## src/pkg/reset_cause_pkg.sv

```systemverilog
// Package for the reset-cause flag register block.
// Assumes a 32-bit Avalon-MM slave with byte addresses and one system clock.
package reset_cause_pkg;

    // Register byte offsets
    localparam logic [3:0] flags_offset  = 4'h0;
    localparam logic [3:0] status_offset = 4'h4;
    localparam logic [3:0] mask_offset   = 4'h8;
    localparam logic [3:0] config_offset = 4'hc;

    // Field positions of the reset-cause register, then the enable bit of the config register
    localparam int stack_over_bit  = 7;
    localparam int stack_under_bit = 6;
    localparam int unused_bit      = 5;
    localparam int watchdog_bit    = 4;
    localparam int pin_reset_bit   = 3;
    localparam int reset_instr_bit = 2;
    localparam int power_on_bit    = 1;
    localparam int brown_out_bit   = 0;
    localparam int stack_enable_bit = 0;

    // Implemented bits of the flag, status and mask registers
    localparam logic [7:0] implemented_mask = 8'hdf;
    localparam logic [7:0] event_mask       = 8'hdd;

    // Reset values; power-on leaves both supply flags cleared
    localparam logic [7:0] flags_reset_value  = 8'h1c;
    localparam logic [7:0] status_reset_value = 8'h00;
    localparam logic [7:0] mask_reset_value   = 8'h00;
    localparam logic       stack_enable_reset = 1'h0;

    // Bus access states
    typedef enum logic [0:0] {
        bus_idle_state = 1'b0,
        bus_ack_state  = 1'b1
    } bus_state_type;

    // Zero-extends a byte onto the 32-bit data bus
    function automatic logic [31:0] widen_byte(input logic [7:0] value);
        widen_byte = {24'h000000, value};
    endfunction

endpackage

```

## src/hdl/level_sync.sv

```systemverilog
// Two-flop synchroniser for a group of asynchronous levels.
// Assumes inputs come from pins or detectors outside the clock domain.
module level_sync
    import reset_cause_pkg::*;
#(
    parameter int width = 1
)
(
    input  wire logic             clock,
    input  wire logic             rst_n,
    input  wire logic [width-1:0] async_in,
    output logic      [width-1:0] sync_out
);

    logic [width-1:0] first_stage;

    // The first stage feeds only the second
    always_ff @(posedge clock or negedge rst_n)
    begin
        if (!rst_n)
        begin
            first_stage <= '0;
            sync_out    <= '0;
        end
        else
        begin
            first_stage <= async_in;
            sync_out    <= first_stage;
        end
    end

endmodule

```

## src/hdl/flag_cell.sv

```systemverilog
// One hardware-set or hardware-cleared flag bit with firmware write access.
// Assumes event and force inputs are already in the clock domain.
module flag_cell
    import reset_cause_pkg::*;
#(
    parameter logic reset_value = 1'b0,
    parameter logic event_value = 1'b0,
    parameter logic force_value = 1'b0
)
(
    input  wire logic clock,
    input  wire logic rst_n,
    input  wire logic hw_event,
    input  wire logic force_en,
    input  wire logic write_en,
    input  wire logic write_value,
    output logic      flag
);

    logic next_flag;

    // Hardware always beats firmware so no reset cause is lost
    always_comb
    begin
        next_flag = flag;
        if (force_en)
            next_flag = force_value;
        else if (hw_event)
            next_flag = event_value;
        else if (write_en)
            next_flag = write_value;
    end

    always_ff @(posedge clock or negedge rst_n)
    begin
        if (!rst_n)
            flag <= reset_value;
        else
            flag <= next_flag;
    end

endmodule

```

## src/hdl/reset_cause_flags_top.sv

```systemverilog
// Reset-cause flag register with an Avalon-MM slave, event interrupt and stack-reset gating.
// Assumes rst_n is the power-on reset; pin and brown-out detector inputs are asynchronous,
// the other event inputs are single-clock levels from logic on the same clock.

// Contract
// - Bit 7 overflow, 6 underflow, 5 unused, 4..0 watchdog, pin, instruction, power-on, brown-out.
// - Stack overflow sets its flag; reads zero until then or after firmware clears it.
// - Stack underflow sets its flag; reads zero until then or after firmware clears it.
// - Bit 5 always reads zero whatever firmware writes.
// - Watchdog reset clears its flag; otherwise it reads one, also after firmware writes one.
// - External pin reset clears its flag; otherwise it holds one until firmware changes it.
// - Reset instruction clears its flag; otherwise it reads one, firmware may write one.
// - Power-on reset clears the power-on flag; firmware writes it back to one.
// - Brown-out reset clears its flag; firmware sets it after power-on or brown-out.
// - Power-on and brown-out force stack flags to zero and three reset flags to one.
// - Implemented flags are read/write; hardware only sets stack flags, only clears others.
// - Both brown-out detectors are ORed into one brown-out signal clearing the flag.
// - Stack resets happen only when the stack-reset enable bit is set.
module reset_cause_flags_top
    import reset_cause_pkg::*;
(
    input  wire logic        clock,
    input  wire logic        rst_n,
    input  wire logic [3:0]  address,
    input  wire logic        read,
    input  wire logic        write,
    input  wire logic [31:0] writedata,
    input  wire logic [3:0]  byteenable,
    output logic      [31:0] readdata,
    output logic             waitrequest,
    output logic             irq,
    input  wire logic        stack_overflow_event,
    input  wire logic        stack_underflow_event,
    input  wire logic        watchdog_reset_event,
    input  wire logic        reset_instr_event,
    input  wire logic        external_reset_pin_n,
    input  wire logic        brown_out_detector,
    input  wire logic        low_power_brownout_detector,
    output logic             stack_reset_request,
    output logic [7:0]       reset_cause_flags
);

    logic [2:0]    async_levels;
    logic [2:0]    synced_levels;
    logic          pin_reset_event;
    logic          brown_out_event;
    logic          stack_over_hit;
    logic          stack_under_hit;
    logic [7:0]    flag_bits;
    logic [7:0]    event_bits;
    logic          flags_write;
    logic          status_write;
    logic          mask_write;
    logic          config_write;
    logic          access_now;

    bus_state_type bus_state;
    bus_state_type next_bus_state;
    logic          next_waitrequest;
    logic [31:0]   next_readdata;

    logic [7:0]    status;
    logic [7:0]    next_status;
    logic [7:0]    mask;
    logic [7:0]    next_mask;
    logic          stack_reset_enable;
    logic          next_stack_reset_enable;
    logic          next_irq;
    logic          next_stack_reset_request;
    logic [7:0]    next_reset_cause_flags;

    // Pin and detector levels cross into the clock domain first
    assign async_levels = {~external_reset_pin_n, brown_out_detector, low_power_brownout_detector};

    level_sync #(
        .width (3)
    ) sync_inst (
        .clock    (clock),
        .rst_n    (rst_n),
        .async_in (async_levels),
        .sync_out (synced_levels)
    );

    assign pin_reset_event = synced_levels[2];
    assign brown_out_event = synced_levels[1] | synced_levels[0];

    // Stack faults only count as resets while enabled
    assign stack_over_hit  = stack_overflow_event & stack_reset_enable;
    assign stack_under_hit = stack_underflow_event & stack_reset_enable;

    // A write takes effect on the edge where waitrequest is seen low
    assign access_now   = (bus_state == bus_ack_state);
    assign flags_write  = access_now & write & byteenable[0] & (address == flags_offset);
    assign status_write = access_now & write & byteenable[0] & (address == status_offset);
    assign mask_write   = access_now & write & byteenable[0] & (address == mask_offset);
    assign config_write = access_now & write & byteenable[0] & (address == config_offset);

    // Stack flags: hardware only sets them, brown-out forces them low
    flag_cell #(
        .reset_value (flags_reset_value[stack_over_bit]),
        .event_value (1'b1),
        .force_value (1'b0)
    ) stack_over_cell (
        .clock       (clock),
        .rst_n       (rst_n),
        .hw_event    (stack_over_hit),
        .force_en    (brown_out_event),
        .write_en    (flags_write),
        .write_value (writedata[stack_over_bit]),
        .flag        (flag_bits[stack_over_bit])
    );

    flag_cell #(
        .reset_value (flags_reset_value[stack_under_bit]),
        .event_value (1'b1),
        .force_value (1'b0)
    ) stack_under_cell (
        .clock       (clock),
        .rst_n       (rst_n),
        .hw_event    (stack_under_hit),
        .force_en    (brown_out_event),
        .write_en    (flags_write),
        .write_value (writedata[stack_under_bit]),
        .flag        (flag_bits[stack_under_bit])
    );

    assign flag_bits[unused_bit] = 1'b0;

    // Reset flags: hardware only clears them, brown-out forces them high
    flag_cell #(
        .reset_value (flags_reset_value[watchdog_bit]),
        .event_value (1'b0),
        .force_value (1'b1)
    ) watchdog_cell (
        .clock       (clock),
        .rst_n       (rst_n),
        .hw_event    (watchdog_reset_event),
        .force_en    (brown_out_event),
        .write_en    (flags_write),
        .write_value (writedata[watchdog_bit]),
        .flag        (flag_bits[watchdog_bit])
    );

    flag_cell #(
        .reset_value (flags_reset_value[pin_reset_bit]),
        .event_value (1'b0),
        .force_value (1'b1)
    ) pin_reset_cell (
        .clock       (clock),
        .rst_n       (rst_n),
        .hw_event    (pin_reset_event),
        .force_en    (brown_out_event),
        .write_en    (flags_write),
        .write_value (writedata[pin_reset_bit]),
        .flag        (flag_bits[pin_reset_bit])
    );

    flag_cell #(
        .reset_value (flags_reset_value[reset_instr_bit]),
        .event_value (1'b0),
        .force_value (1'b1)
    ) reset_instr_cell (
        .clock       (clock),
        .rst_n       (rst_n),
        .hw_event    (reset_instr_event),
        .force_en    (brown_out_event),
        .write_en    (flags_write),
        .write_value (writedata[reset_instr_bit]),
        .flag        (flag_bits[reset_instr_bit])
    );

    // Power-on flag is cleared by rst_n itself; brown-out leaves it alone
    flag_cell #(
        .reset_value (flags_reset_value[power_on_bit]),
        .event_value (1'b0),
        .force_value (1'b0)
    ) power_on_cell (
        .clock       (clock),
        .rst_n       (rst_n),
        .hw_event    (1'b0),
        .force_en    (1'b0),
        .write_en    (flags_write),
        .write_value (writedata[power_on_bit]),
        .flag        (flag_bits[power_on_bit])
    );

    flag_cell #(
        .reset_value (flags_reset_value[brown_out_bit]),
        .event_value (1'b0),
        .force_value (1'b0)
    ) brown_out_cell (
        .clock       (clock),
        .rst_n       (rst_n),
        .hw_event    (brown_out_event),
        .force_en    (1'b0),
        .write_en    (flags_write),
        .write_value (writedata[brown_out_bit]),
        .flag        (flag_bits[brown_out_bit])
    );

    // Event layout matches the flag layout; power-on cannot be seen after rst_n
    always_comb
    begin
        event_bits                  = 8'h00;
        event_bits[stack_over_bit]  = stack_over_hit;
        event_bits[stack_under_bit] = stack_under_hit;
        event_bits[watchdog_bit]    = watchdog_reset_event;
        event_bits[pin_reset_bit]   = pin_reset_event;
        event_bits[reset_instr_bit] = reset_instr_event;
        event_bits[brown_out_bit]   = brown_out_event;
    end

    // Bus slave: every access answers on the second edge
    always_comb
    begin
        next_bus_state   = bus_idle_state;
        next_waitrequest = 1'b1;
        next_readdata    = readdata;
        case (bus_state)
            bus_idle_state:
            begin
                if (read | write)
                begin
                    next_bus_state   = bus_ack_state;
                    next_waitrequest = 1'b0;
                    next_readdata    = 32'h00000000;
                    if (read)
                    begin
                        case (address)
                            flags_offset:  next_readdata = widen_byte(flag_bits & implemented_mask);
                            status_offset: next_readdata = widen_byte(status);
                            mask_offset:   next_readdata = widen_byte(mask);
                            config_offset: next_readdata = widen_byte({7'h00, stack_reset_enable});
                            default:       next_readdata = 32'h00000000;
                        endcase
                    end
                end
            end
            bus_ack_state:
            begin
                next_bus_state   = bus_idle_state;
                next_waitrequest = 1'b1;
            end
            default:
            begin
                next_bus_state   = bus_idle_state;
                next_waitrequest = 1'b1;
            end
        endcase
    end

    always_ff @(posedge clock or negedge rst_n)
    begin
        if (!rst_n)
        begin
            bus_state   <= bus_idle_state;
            waitrequest <= 1'b1;
            readdata    <= 32'h00000000;
        end
        else
        begin
            bus_state   <= next_bus_state;
            waitrequest <= next_waitrequest;
            readdata    <= next_readdata;
        end
    end

    // Interrupt status, mask, configuration and registered outputs
    always_comb
    begin
        next_status = status;
        if (status_write)
            next_status = status & ~writedata[7:0];
        // A new event wins over a clear in the same cycle
        next_status = (next_status | event_bits) & event_mask;

        next_mask = mask;
        if (mask_write)
            next_mask = writedata[7:0] & event_mask;

        next_stack_reset_enable = stack_reset_enable;
        if (config_write)
            next_stack_reset_enable = writedata[stack_enable_bit];

        next_irq                 = |(next_status & next_mask);
        next_stack_reset_request = stack_over_hit | stack_under_hit;
        next_reset_cause_flags   = flag_bits & implemented_mask;
    end

    always_ff @(posedge clock or negedge rst_n)
    begin
        if (!rst_n)
        begin
            status              <= status_reset_value;
            mask                <= mask_reset_value;
            stack_reset_enable  <= stack_enable_reset;
            irq                 <= 1'b0;
            stack_reset_request <= 1'b0;
            reset_cause_flags   <= flags_reset_value;
        end
        else
        begin
            status              <= next_status;
            mask                <= next_mask;
            stack_reset_enable  <= next_stack_reset_enable;
            irq                 <= next_irq;
            stack_reset_request <= next_stack_reset_request;
            reset_cause_flags   <= next_reset_cause_flags;
        end
    end

endmodule

```

## config.mk

```make
export PLATFORM = sky130hd
export DESIGN_NAME = reset_cause_flags_top
export DESIGN_NICKNAME = d
export VERILOG_FILES = /design/src/pkg/reset_cause_pkg.sv /design/src/hdl/level_sync.sv /design/src/hdl/flag_cell.sv /design/src/hdl/reset_cause_flags_top.sv
export SDC_FILE = /design/constraint.sdc
export NUM_CORES = 1
export LEC_CHECK = 0
export BUFFER_PORTS_ARGS = -buffer_cell sky130_fd_sc_hd__buf_4
export CORE_MARGIN = 3
export CORE_UTILIZATION = 41
export DETAILED_ROUTE_END_ITERATION = 10
export PLACE_DENSITY = 0.76
export SYNTH_ARGS = -nofsm -noshare
export SYNTH_HDL_FRONTEND = slang
export SYNTH_SLANG_ARGS = --single-unit
```

## constraint.sdc

```tcl
create_clock -name clock -period 1.52 [get_ports clock]
set_input_delay 0.076 -clock clock [delete_from_list [all_inputs] [get_ports clock]]
set_output_delay 0.076 -clock clock [all_outputs]
set_load 0.05 [all_outputs]
```

---- Yosys cells after proc, flatten, opt, wreduce, memory -nomap -nowiden ----
Cells that the tools add are included.
Widths: inputs -> output; s select.
cells by class
  $add $sub $neg .......................... 0
  multipliers ............................. 0
  div/mod/pow operators ................... 0
  magnitude comparators ................... 0
  equality and inequality tests ........... 3
  shift operators ......................... 0
  multiplexer cells ....................... 25
  bitwise operators ....................... 17
  reduce and logical (&&, ||, !) cells .... 9
operators by type and width
  cell                count
  $pmux 8 s4          1
  $mux 8              3
  $mux 1              19
  $and 8x8->8         2
  $reduce_bool 3->1   5
  $and 1x1->1         8
  $eq 4x4->1 const B  2
  $not 8->8           1
  $or 8x8->8          1
  $reduce_or 8->1     1
  $eq 4x3->1 const B  1
  $logic_not 4->1     1
  $pmux 1 s2          2
  $or 1x1->1          3
  $not 1->1           2
  $reduce_and 2->1    1
  $reduce_bool 2->1   1
storage, ports and cells
  register bits ........................... 71
  bits in latches ......................... 0
  bits in writable memories ............... 0
  memory bits (read-only) ................. 0
  input bits .............................. 51
  output and inout bits ................... 43
  word-level logic and storage cells ...... 72
  memories ................................ 0

---- Longest topological paths before layout ----
Gate-level depths: netlist (run 1).
  depth after elaboration ................. 7
  depth in mapped cells ................... 6
  depth with buffers taken out ............ 5

---- By module ----
From an unflattened synthesis (run 1), not the netlist that was laid out.
unflattened totals
  cell total of the unflattened synthesis .. 155
  area, all modules ....................... 2,008.2 um2
modules (own cells, without submodules)
  module                           times used  cells an instance  area each (um2)  sequential area each (um2)
  reset_cause_flags_top            1           126                1,549.0          780.7
  level_sync                       1           6                  150.1            150.1
  flag_cell (pin_reset_cell ...)   3           3                  43.8             26.3
  flag_cell (brown_out_cell ...)   2           3                  45.0             25.0
  flag_cell (stack_over_cell ...)  2           4                  43.8             25.0

---- Worst setup path before layout (run 1) ----
Ideal clock, no wire load.
  path kind ............................... flip-flop to flip-flop
  from .................................... reg bus_state (netlist: access_now)
  to ...................................... reg irq
  data arrival time ....................... 1.447 ns
  required time ........................... 1.386 ns
  slack ................................... -0.062 ns
  stages on the path, launching flop included .. 7
  path buffers ............................ 1
  period minus slack after synthesis ...... 1.582 ns
  cell sequence ........................... dfrtp_1 -> and3_1 -> buf_4 -> nand4b_4 -> mux2_2 -> a22o_1 -> nand4b_1
on the way
  elaborated cells between the ends (all ways) .. 9
RTL lines
  what                       line                          text
  start, declared            reset_cause_flags_top.sv:57   bus_state_type bus_state;
  start signal, assigned     reset_cause_flags_top.sv:256  bus_state <= bus_idle_state;
  start signal, assigned     reset_cause_flags_top.sv:262  bus_state <= next_bus_state;
  $and 1x1->1 (3 in series)  reset_cause_flags_top.sv:95   assign mask_write = access_now & write & byteenable[0] & (address == mask_offset);
  $mux 8                     reset_cause_flags_top.sv:278  if (mask_write)
  via next_mask[2]           reset_cause_flags_top.sv:65   logic [7:0] next_mask;
  $and 8x8->8                reset_cause_flags_top.sv:285  next_irq = |(next_status & next_mask);
  $reduce_or 8->1            reset_cause_flags_top.sv:285
  via next_irq               reset_cause_flags_top.sv:68   logic next_irq;
  end signal, assigned       reset_cause_flags_top.sv:306  irq <= next_irq;
  end, declared              reset_cause_flags_top.sv:31   output logic irq,
The timed path passes the listed nets, and every way through them passes these cells.
A chain may end at the register's enable or synchronous reset.

---- Worst setup path in the final report (run 1) ----
Same ends and word-level chain as after synthesis.

==> results.ini, run 1 <==
[outcome]
status = complete, but fails checks
violated_checks = negative setup slack

[timing]
report.final.slew_viol_count = 0
hold_viol = 0
finalSetupViolCount = 1
max_clock_freq_mhz = 651.1
fin_ws_ns = -0.01591
worst_pin_slew_ns = 0.6434
timing.slew.headroom = 0.5702
holdWs_ns = 0.01488
fin_crit_sh = 1.010
post-route-min-period_ns = 1.536
timing.clock.skew_ns = 0.005436
grt_setup_unrepaired = true

[setup_path]
cp-start-kind = flop
timing.setup.critical_path_class = flop to flop
crit_required_ns = 1.69
critical_path_peak_fanout = 5
cp_data_arrival_time_ns = 1.71
timing.critical_path.to_type = flop
reg2reg_depth = 5

[route]
routed-via-count = 1280
wl_per_cell_um = 13.80
drt_iter0_drc = 78
drc = 0
viasPerCell = 4.776
antenna_left = 0
dr.pass1.iters = 4
wl_final_um = 3699

[place]
io_buffer_count = 39
detailedPlacementHpwl_um = 2725
gpl.final_weighted_congestion = 0.8342

[floorplanning]
die_h_um = 74.42
initial_core_utilization = 0.4319
ioPinCount = 94
core_area_um2 = 4444
die-width_um = 74.42
area_of_the_die_um2 = 5538
placement_rows = 24

[final_layout]
post-route-util = 0.5428
filler_cell_count = 390
area_delta_synth_final_pct = 25.68
drive_gt1_frac = 0.3519
antenna_cells_inserted = 0
final_net_count = 266

[cts]
clock_path_buffers = 2
clock_insertion_delay_worst_skew_ns = 0.29
clk_pin_slew_worst_paths_ns = 0.08
cts_tree = done
cts_sink_cnt = 44
cts_made_buffers = 5
cts.htree.levels = 2
cts_root_buf = sky130_fd_sc_hd__clkbuf_8

[yosys]
ys_ff_latch = 44
ys_dominant_reg_cell = sky130_fd_sc_hd__dfrtp_1
number_of_enable_flip_flop_cells_after_synthesis = 0
post_synthesis_cell_count = 154
cell_variety_after_synth = 30
synth.yosys.seq_area_share = 0.5782
average_cell_area_after_synthesis_um2 = 12.46
synth.cell_area_um2 = 1919
async_flop_share = 1.000
yosys_warnings = 0

[grt]
grt_pass1_wl_um = 5796
maximum_number_of_pins_on_one_net_before_global_route_repair = 45
global_route.overflow_total = 0
grt_util_all_layers = 0.1401
vias_in_the_first_global_route = 1187
grt_antenna_before_repair = 0

[min_path]
worst_hold_path_stage_count = 2
holdCritPathClass = primary input to flop

[power]
pwr_density_cell_nw_per_um2 = 1094
power_leakage_uw = 0.001224
peakVddDrop_uv = 388.2

[job]
cap_viol_max_count = 0

[placed cells by master, fill, tap and decap left out, drive strengths merged]
| cell | Yosys | layout |
|---|---|---|
| and3 | 1 | 1 |
| nand2 | 9 | 9 |
| buf | 29 | 50 |
| or2 | 1 | 1 |
| dlygate4sd3 | 0 | 8 |
| inv | 4 | 4 |
| a22o | 7 | 7 |
| o21a | 1 | 1 |
| dfstp | 7 | 7 |
| nor2b | 1 | 1 |
| o21ai | 8 | 8 |
| nor4b | 2 | 2 |
| nor2 | 6 | 6 |
| clkinv | 0 | 1 |
| dfrtp | 37 | 37 |
| and2 | 1 | 1 |
| a32o | 1 | 1 |
| conb | 1 | 26 |
| nand3 | 3 | 3 |
| mux4 | 1 | 1 |
| a21o | 2 | 2 |
| a31oi | 4 | 4 |
| a21oi | 4 | 4 |
| mux2 | 8 | 8 |
| a22oi | 1 | 1 |
| nand4b | 2 | 2 |
| mux2i | 11 | 11 |
| nand4 | 1 | 1 |
| clkbuf | 0 | 7 |
| o21bai | 1 | 1 |
[flip-flops by register name, summed over array words and instances, names as in the netlist, 3 cells and up]
signal                 cells
mask                       6
sync_inst.first_stage      3
reset_cause_flags          7
readdata                   7
status                     6
sync_inst.sync_out         3
[power by group]
| part | internal (uW) | switching, uW | leakage, uW |
|---|---|---|---|
| Sequential | 1280 | 53.6 | 0.000536 |
| Clock | 322 | 362 | 0.0000422 |
| Combinational | 202 | 420 | 0.000646 |
[synthesized netlist by cell type (2+ instances only)]
cell                      number  share of area
sky130_fd_sc_hd__a21o_1        2         0.0078
sky130_fd_sc_hd__a21oi_1       4          0.010
sky130_fd_sc_hd__a22o_1        7          0.032
sky130_fd_sc_hd__a31oi_1       4          0.013
sky130_fd_sc_hd__buf_4        28           0.11
sky130_fd_sc_hd__dfrtp_1      37           0.48
sky130_fd_sc_hd__dfstp_2       7          0.096
sky130_fd_sc_hd__inv_1         4         0.0078
sky130_fd_sc_hd__mux2_2        8          0.047
sky130_fd_sc_hd__mux2i_1      11          0.057
sky130_fd_sc_hd__nand2_1       9          0.018
sky130_fd_sc_hd__nand3_1       3         0.0078
sky130_fd_sc_hd__nor2_1        6          0.012
sky130_fd_sc_hd__o21ai_0       8          0.021
[final timing paths]
kind	to	from	slack [ns]
max	irq	access_now	-0.02
min	status[6]	writedata[6]	0.01
max reg2reg	irq	access_now	-0.02
min reg2reg	sync_inst.sync_out[0]	sync_inst.first_stage[0]	0.35
max in group asynchronous	watchdog_cell.flag	rst_n	0.83
min in group asynchronous	readdata[0]	rst_n	0.31
[area by class of cell]
cell class | count | area [um^2] | share of cell area
clock buffers | 7 | 76.32 | 0.03164
clock inverters | 1 | 5.005 | 0.002075
inverters | 4 | 15.01 | 0.006224
multi-input cells | 102 | 685.7 | 0.2842
flip-flops and latches | 44 | 1110 | 0.4601
well taps | 52 | 65.06 | 0.02697
repair buffers | 58 | 455.4 | 0.1888
[logic make-up (layout without fill, tap and decap cells)]
| family | Yosys count | after routing | share of synthesized area |
|---|---|---|---|
| flip-flops | 44 | 44 | 0.5782 |
| buffers and inverters | 33 | 70 | 0.1199 |
| AO/OA/AOI/OAI | 29 | 29 | 0.1010 |
| AND/OR/NAND/NOR | 27 | 27 | 0.08279 |
| multiplexers | 20 | 20 | 0.1160 |
| other | 1 | 26 | 0.001954 |
[what timing repair did]
item,4_1_cts,5_1_grt
endpoints found under the setup margin,1,1
setup buffers,0,0
hold buffers,8,0
hold endpoints to repair,45,0
resized for setup,1,0
[routing by layer]
metal,wire length [um],up-vias,global-route usage
met5,0,-,0
met2,1769,51,0.2185
li1,-,612,-
met3,272,7,0.04459
met1,1584,610,0.1807
met4,72,0,0.05731
[worst max-delay path: stages, from the launching register on]
cell and delay, ns:
sky130_fd_sc_hd__dfrtp_1 0.35, sky130_fd_sc_hd__and3_4 0.20, sky130_fd_sc_hd__nand4b_4 0.16, sky130_fd_sc_hd__mux2_4 0.34, sky130_fd_sc_hd__a22o_1 0.21, sky130_fd_sc_hd__nand4b_1 0.16
[stage by stage]
stage | TNS, ns | total power, uW | area [um^2] | setup WS, ns | std cells
after global placement | 0 | 1952 | 2246 | 0.006899 | 252
after CTS | -0.02025 | 2659 | 2412 | -0.02025 | 268
after floorplan | -0.02217 | 1818 | 2024 | -0.02217 | 179
final | -0.01591 | 2638 | 2412 | -0.01591 | 268
after detailed placement | -0.04920 | 1959 | 2246 | -0.04920 | 252
after global routing | -0.08937 | 2770 | 2412 | -0.08937 | 268
Power figures use the tool's default switching activity.
==> run 2: changes to the inputs <==
--- a/config.mk
+++ b/config.mk
@@ -12,2 +12,3 @@
 export PLACE_DENSITY = 0.76
+export SKIP_CTS_REPAIR_TIMING = 1
 export SYNTH_ARGS = -nofsm -noshare
==> constraint.sdc (replaced) <==
create_clock -name clock -period 1.52 [get_ports clock]
set_input_delay 0.152 -clock clock [delete_from_list [all_inputs] [get_ports clock]]
set_output_delay 0.152 -clock clock [all_outputs]
set_load 0.05 [all_outputs]
==> run 2 against run 1 <==
  * The run still ends with negative setup slack left
  * Sequential power hardly changed
  * Sequential share of layout area hardly changed
  * Largest power group unchanged
  * Cell count stayed put
  * Critical path depth stayed put
  * Combinational power hardly changed
  * Die area stayed put
  * Hold slack better by 0.017 ns
  * Maximum frequency is 5.0% lower
  * Global-route usage is 0.24 points higher
  * Register-to-register slack worse by 0.08 ns
  * Core utilization hardly changed
  * Clock skew is 0.00098 ns lower
==> results.ini, run 2 (synthesis results as in run 1) <==
[route]
wl_final_um = 3743
viasPerCell = 4.780
wl_per_cell_um = 13.97
antenna_left = 0
drt_iter0_drc = 88
dr.pass1.iters = 4
routed-via-count = 1281
drc = 0

[cts]
cts.htree.levels = 2
cts_root_buf = sky130_fd_sc_hd__clkbuf_8
cts_made_buffers = 5
cts_tree = done
clock_insertion_delay_worst_skew_ns = 0.29
clk_pin_slew_worst_paths_ns = 0.08
clock_path_buffers = 2
cts_sink_cnt = 44

[job]
cap_viol_max_count = 0

[timing]
report.final.slew_viol_count = 0
finalSetupViolCount = 1
grt_setup_unrepaired = true
timing.clock.skew_ns = 0.004457
worst_pin_slew_ns = 0.6284
hold_viol = 0
holdWs_ns = 0.03205
post-route-min-period_ns = 1.617
fin_crit_sh = 1.064
timing.slew.headroom = 0.5802
timing.setup.tns_ns = -0.09680
fin_ws_ns = -0.09680
max_clock_freq_mhz = 618.5

[place]
detailedPlacementHpwl_um = 2760
io_buffer_count = 39
placedCellCount = 254
total_placed_instance_area_um2 = 2261
gpl.final_weighted_congestion = 0.8145

[setup_path]
cp-start-kind = flop
timing.setup.critical_path_class = flop to flop
crit_required_ns = 1.67
reg2reg_depth = 5
cp_data_arrival_time_ns = 1.77
timing.critical_path.to_type = flop
critical_path_peak_fanout = 6

[final_layout]
area_delta_synth_final_pct = 25.62
antenna_cells_inserted = 0
drive_gt1_frac = 0.3704
mostFrequentLayoutCell = sky130_fd_sc_hd__buf_4
final_net_count = 266
layout.cell_area.non_filler_um2 = 2411
final_cell_mix = 54 x sky130_fd_sc_hd__buf_4, 37 x sky130_fd_sc_hd__dfrtp_1, 26 x sky130_fd_sc_hd__conb_1
finish.cell_count_without_fillers = 268
reg.largest.list = readdata (7), reset_cause_flags (7)

[grt]
global_route.overflow_total = 0
grt_pass1_wl_um = 5809
grt_util_all_layers = 0.1425
vias_in_the_first_global_route = 1213
grt_antenna_before_repair = 0
maximum_number_of_pins_on_one_net_before_global_route_repair = 45

[floorplanning]
area_of_the_die_um2 = 5538
core_area_um2 = 4444
ioPinCount = 94
initial_core_utilization = 0.4319
placement_rows = 24
die-width_um = 74.42
die_h_um = 74.42

[power]
peakVddDrop_uv = 386.7
power_leakage_uw = 0.001229
pwr_density_cell_nw_per_um2 = 1111

[outcome]
status = complete, but fails checks
violated_checks = negative setup slack

[min_path]
holdCritPathClass = primary input to flop
worst_hold_path_stage_count = 2

-- run 2: cell types whose count changed in the layout (fill, tap and decap cells not counted) --
cell,before,now
sky130_fd_sc_hd__clkinv_2,1,0
sky130_fd_sc_hd__dlygate4sd3_1,8,4
sky130_fd_sc_hd__clkbuf_8,5,6
sky130_fd_sc_hd__buf_4,50,54
-- run 2: worst paths after layout --
kind / slack (ns) / from / end
min: 0.03 / watchdog_reset_event / watchdog_cell.flag
max: -0.1 / access_now / irq
min reg2reg: 0.35 / sync_inst.first_stage[2] / sync_inst.sync_out[2]
min in group asynchronous: 0.39 / rst_n / reset_cause_flags[1]
max in group asynchronous: 0.75 / rst_n / reset_cause_flags[3]
max reg2reg: -0.1 / access_now / irq
-- run 2: final cells by class --
type	instances	area, um^2
fill	382	2033
inverter	4	15.01
timing repair buffer	58	445.4
sequential	44	1110
clock buffer	8	90.09
multi-input combinational	102	685.7
tap	52	65.06
-- run 2: metrics by stage --
stage          utilization  total power [uW]  setup WS, ns
2_1_floorplan            -              1818      -0.02217
3_3_place_gp        0.5087              1952      -0.09913
3_5_place_dp        0.5087              1962       -0.1250
4_1_cts             0.5290              2697       -0.1349
6_report            0.5425              2679      -0.09680
5_1_grt             0.5425              2816       -0.1497
-- run 2: critical path: stages, from the launching register on --
cell,delay [ns]
sky130_fd_sc_hd__dfrtp_1,0.35
sky130_fd_sc_hd__and3_4,0.20
sky130_fd_sc_hd__nand4b_4,0.18
sky130_fd_sc_hd__mux2_4,0.35
sky130_fd_sc_hd__a22o_1,0.21
sky130_fd_sc_hd__nand4b_1,0.18
-- run 2: layer usage --
| layer | routed length (um) | vias up | part of all wire | track usage |
|---|---|---|---|---|
| met5 | 0 | - | 0 | 0 |
| met4 | 35 | 0 | 0.0094 | 0.05336 |
| met3 | 281 | 5 | 0.075 | 0.05270 |
| met2 | 1875 | 58 | 0.50 | 0.2488 |
| met1 | 1551 | 606 | 0.41 | 0.1579 |
| li1 | - | 612 | - | - |
-- run 2: power breakdown --
part           internal [uW]  switching [uW]
combinational            203             422
clock                    370             354
sequential              1280            52.3
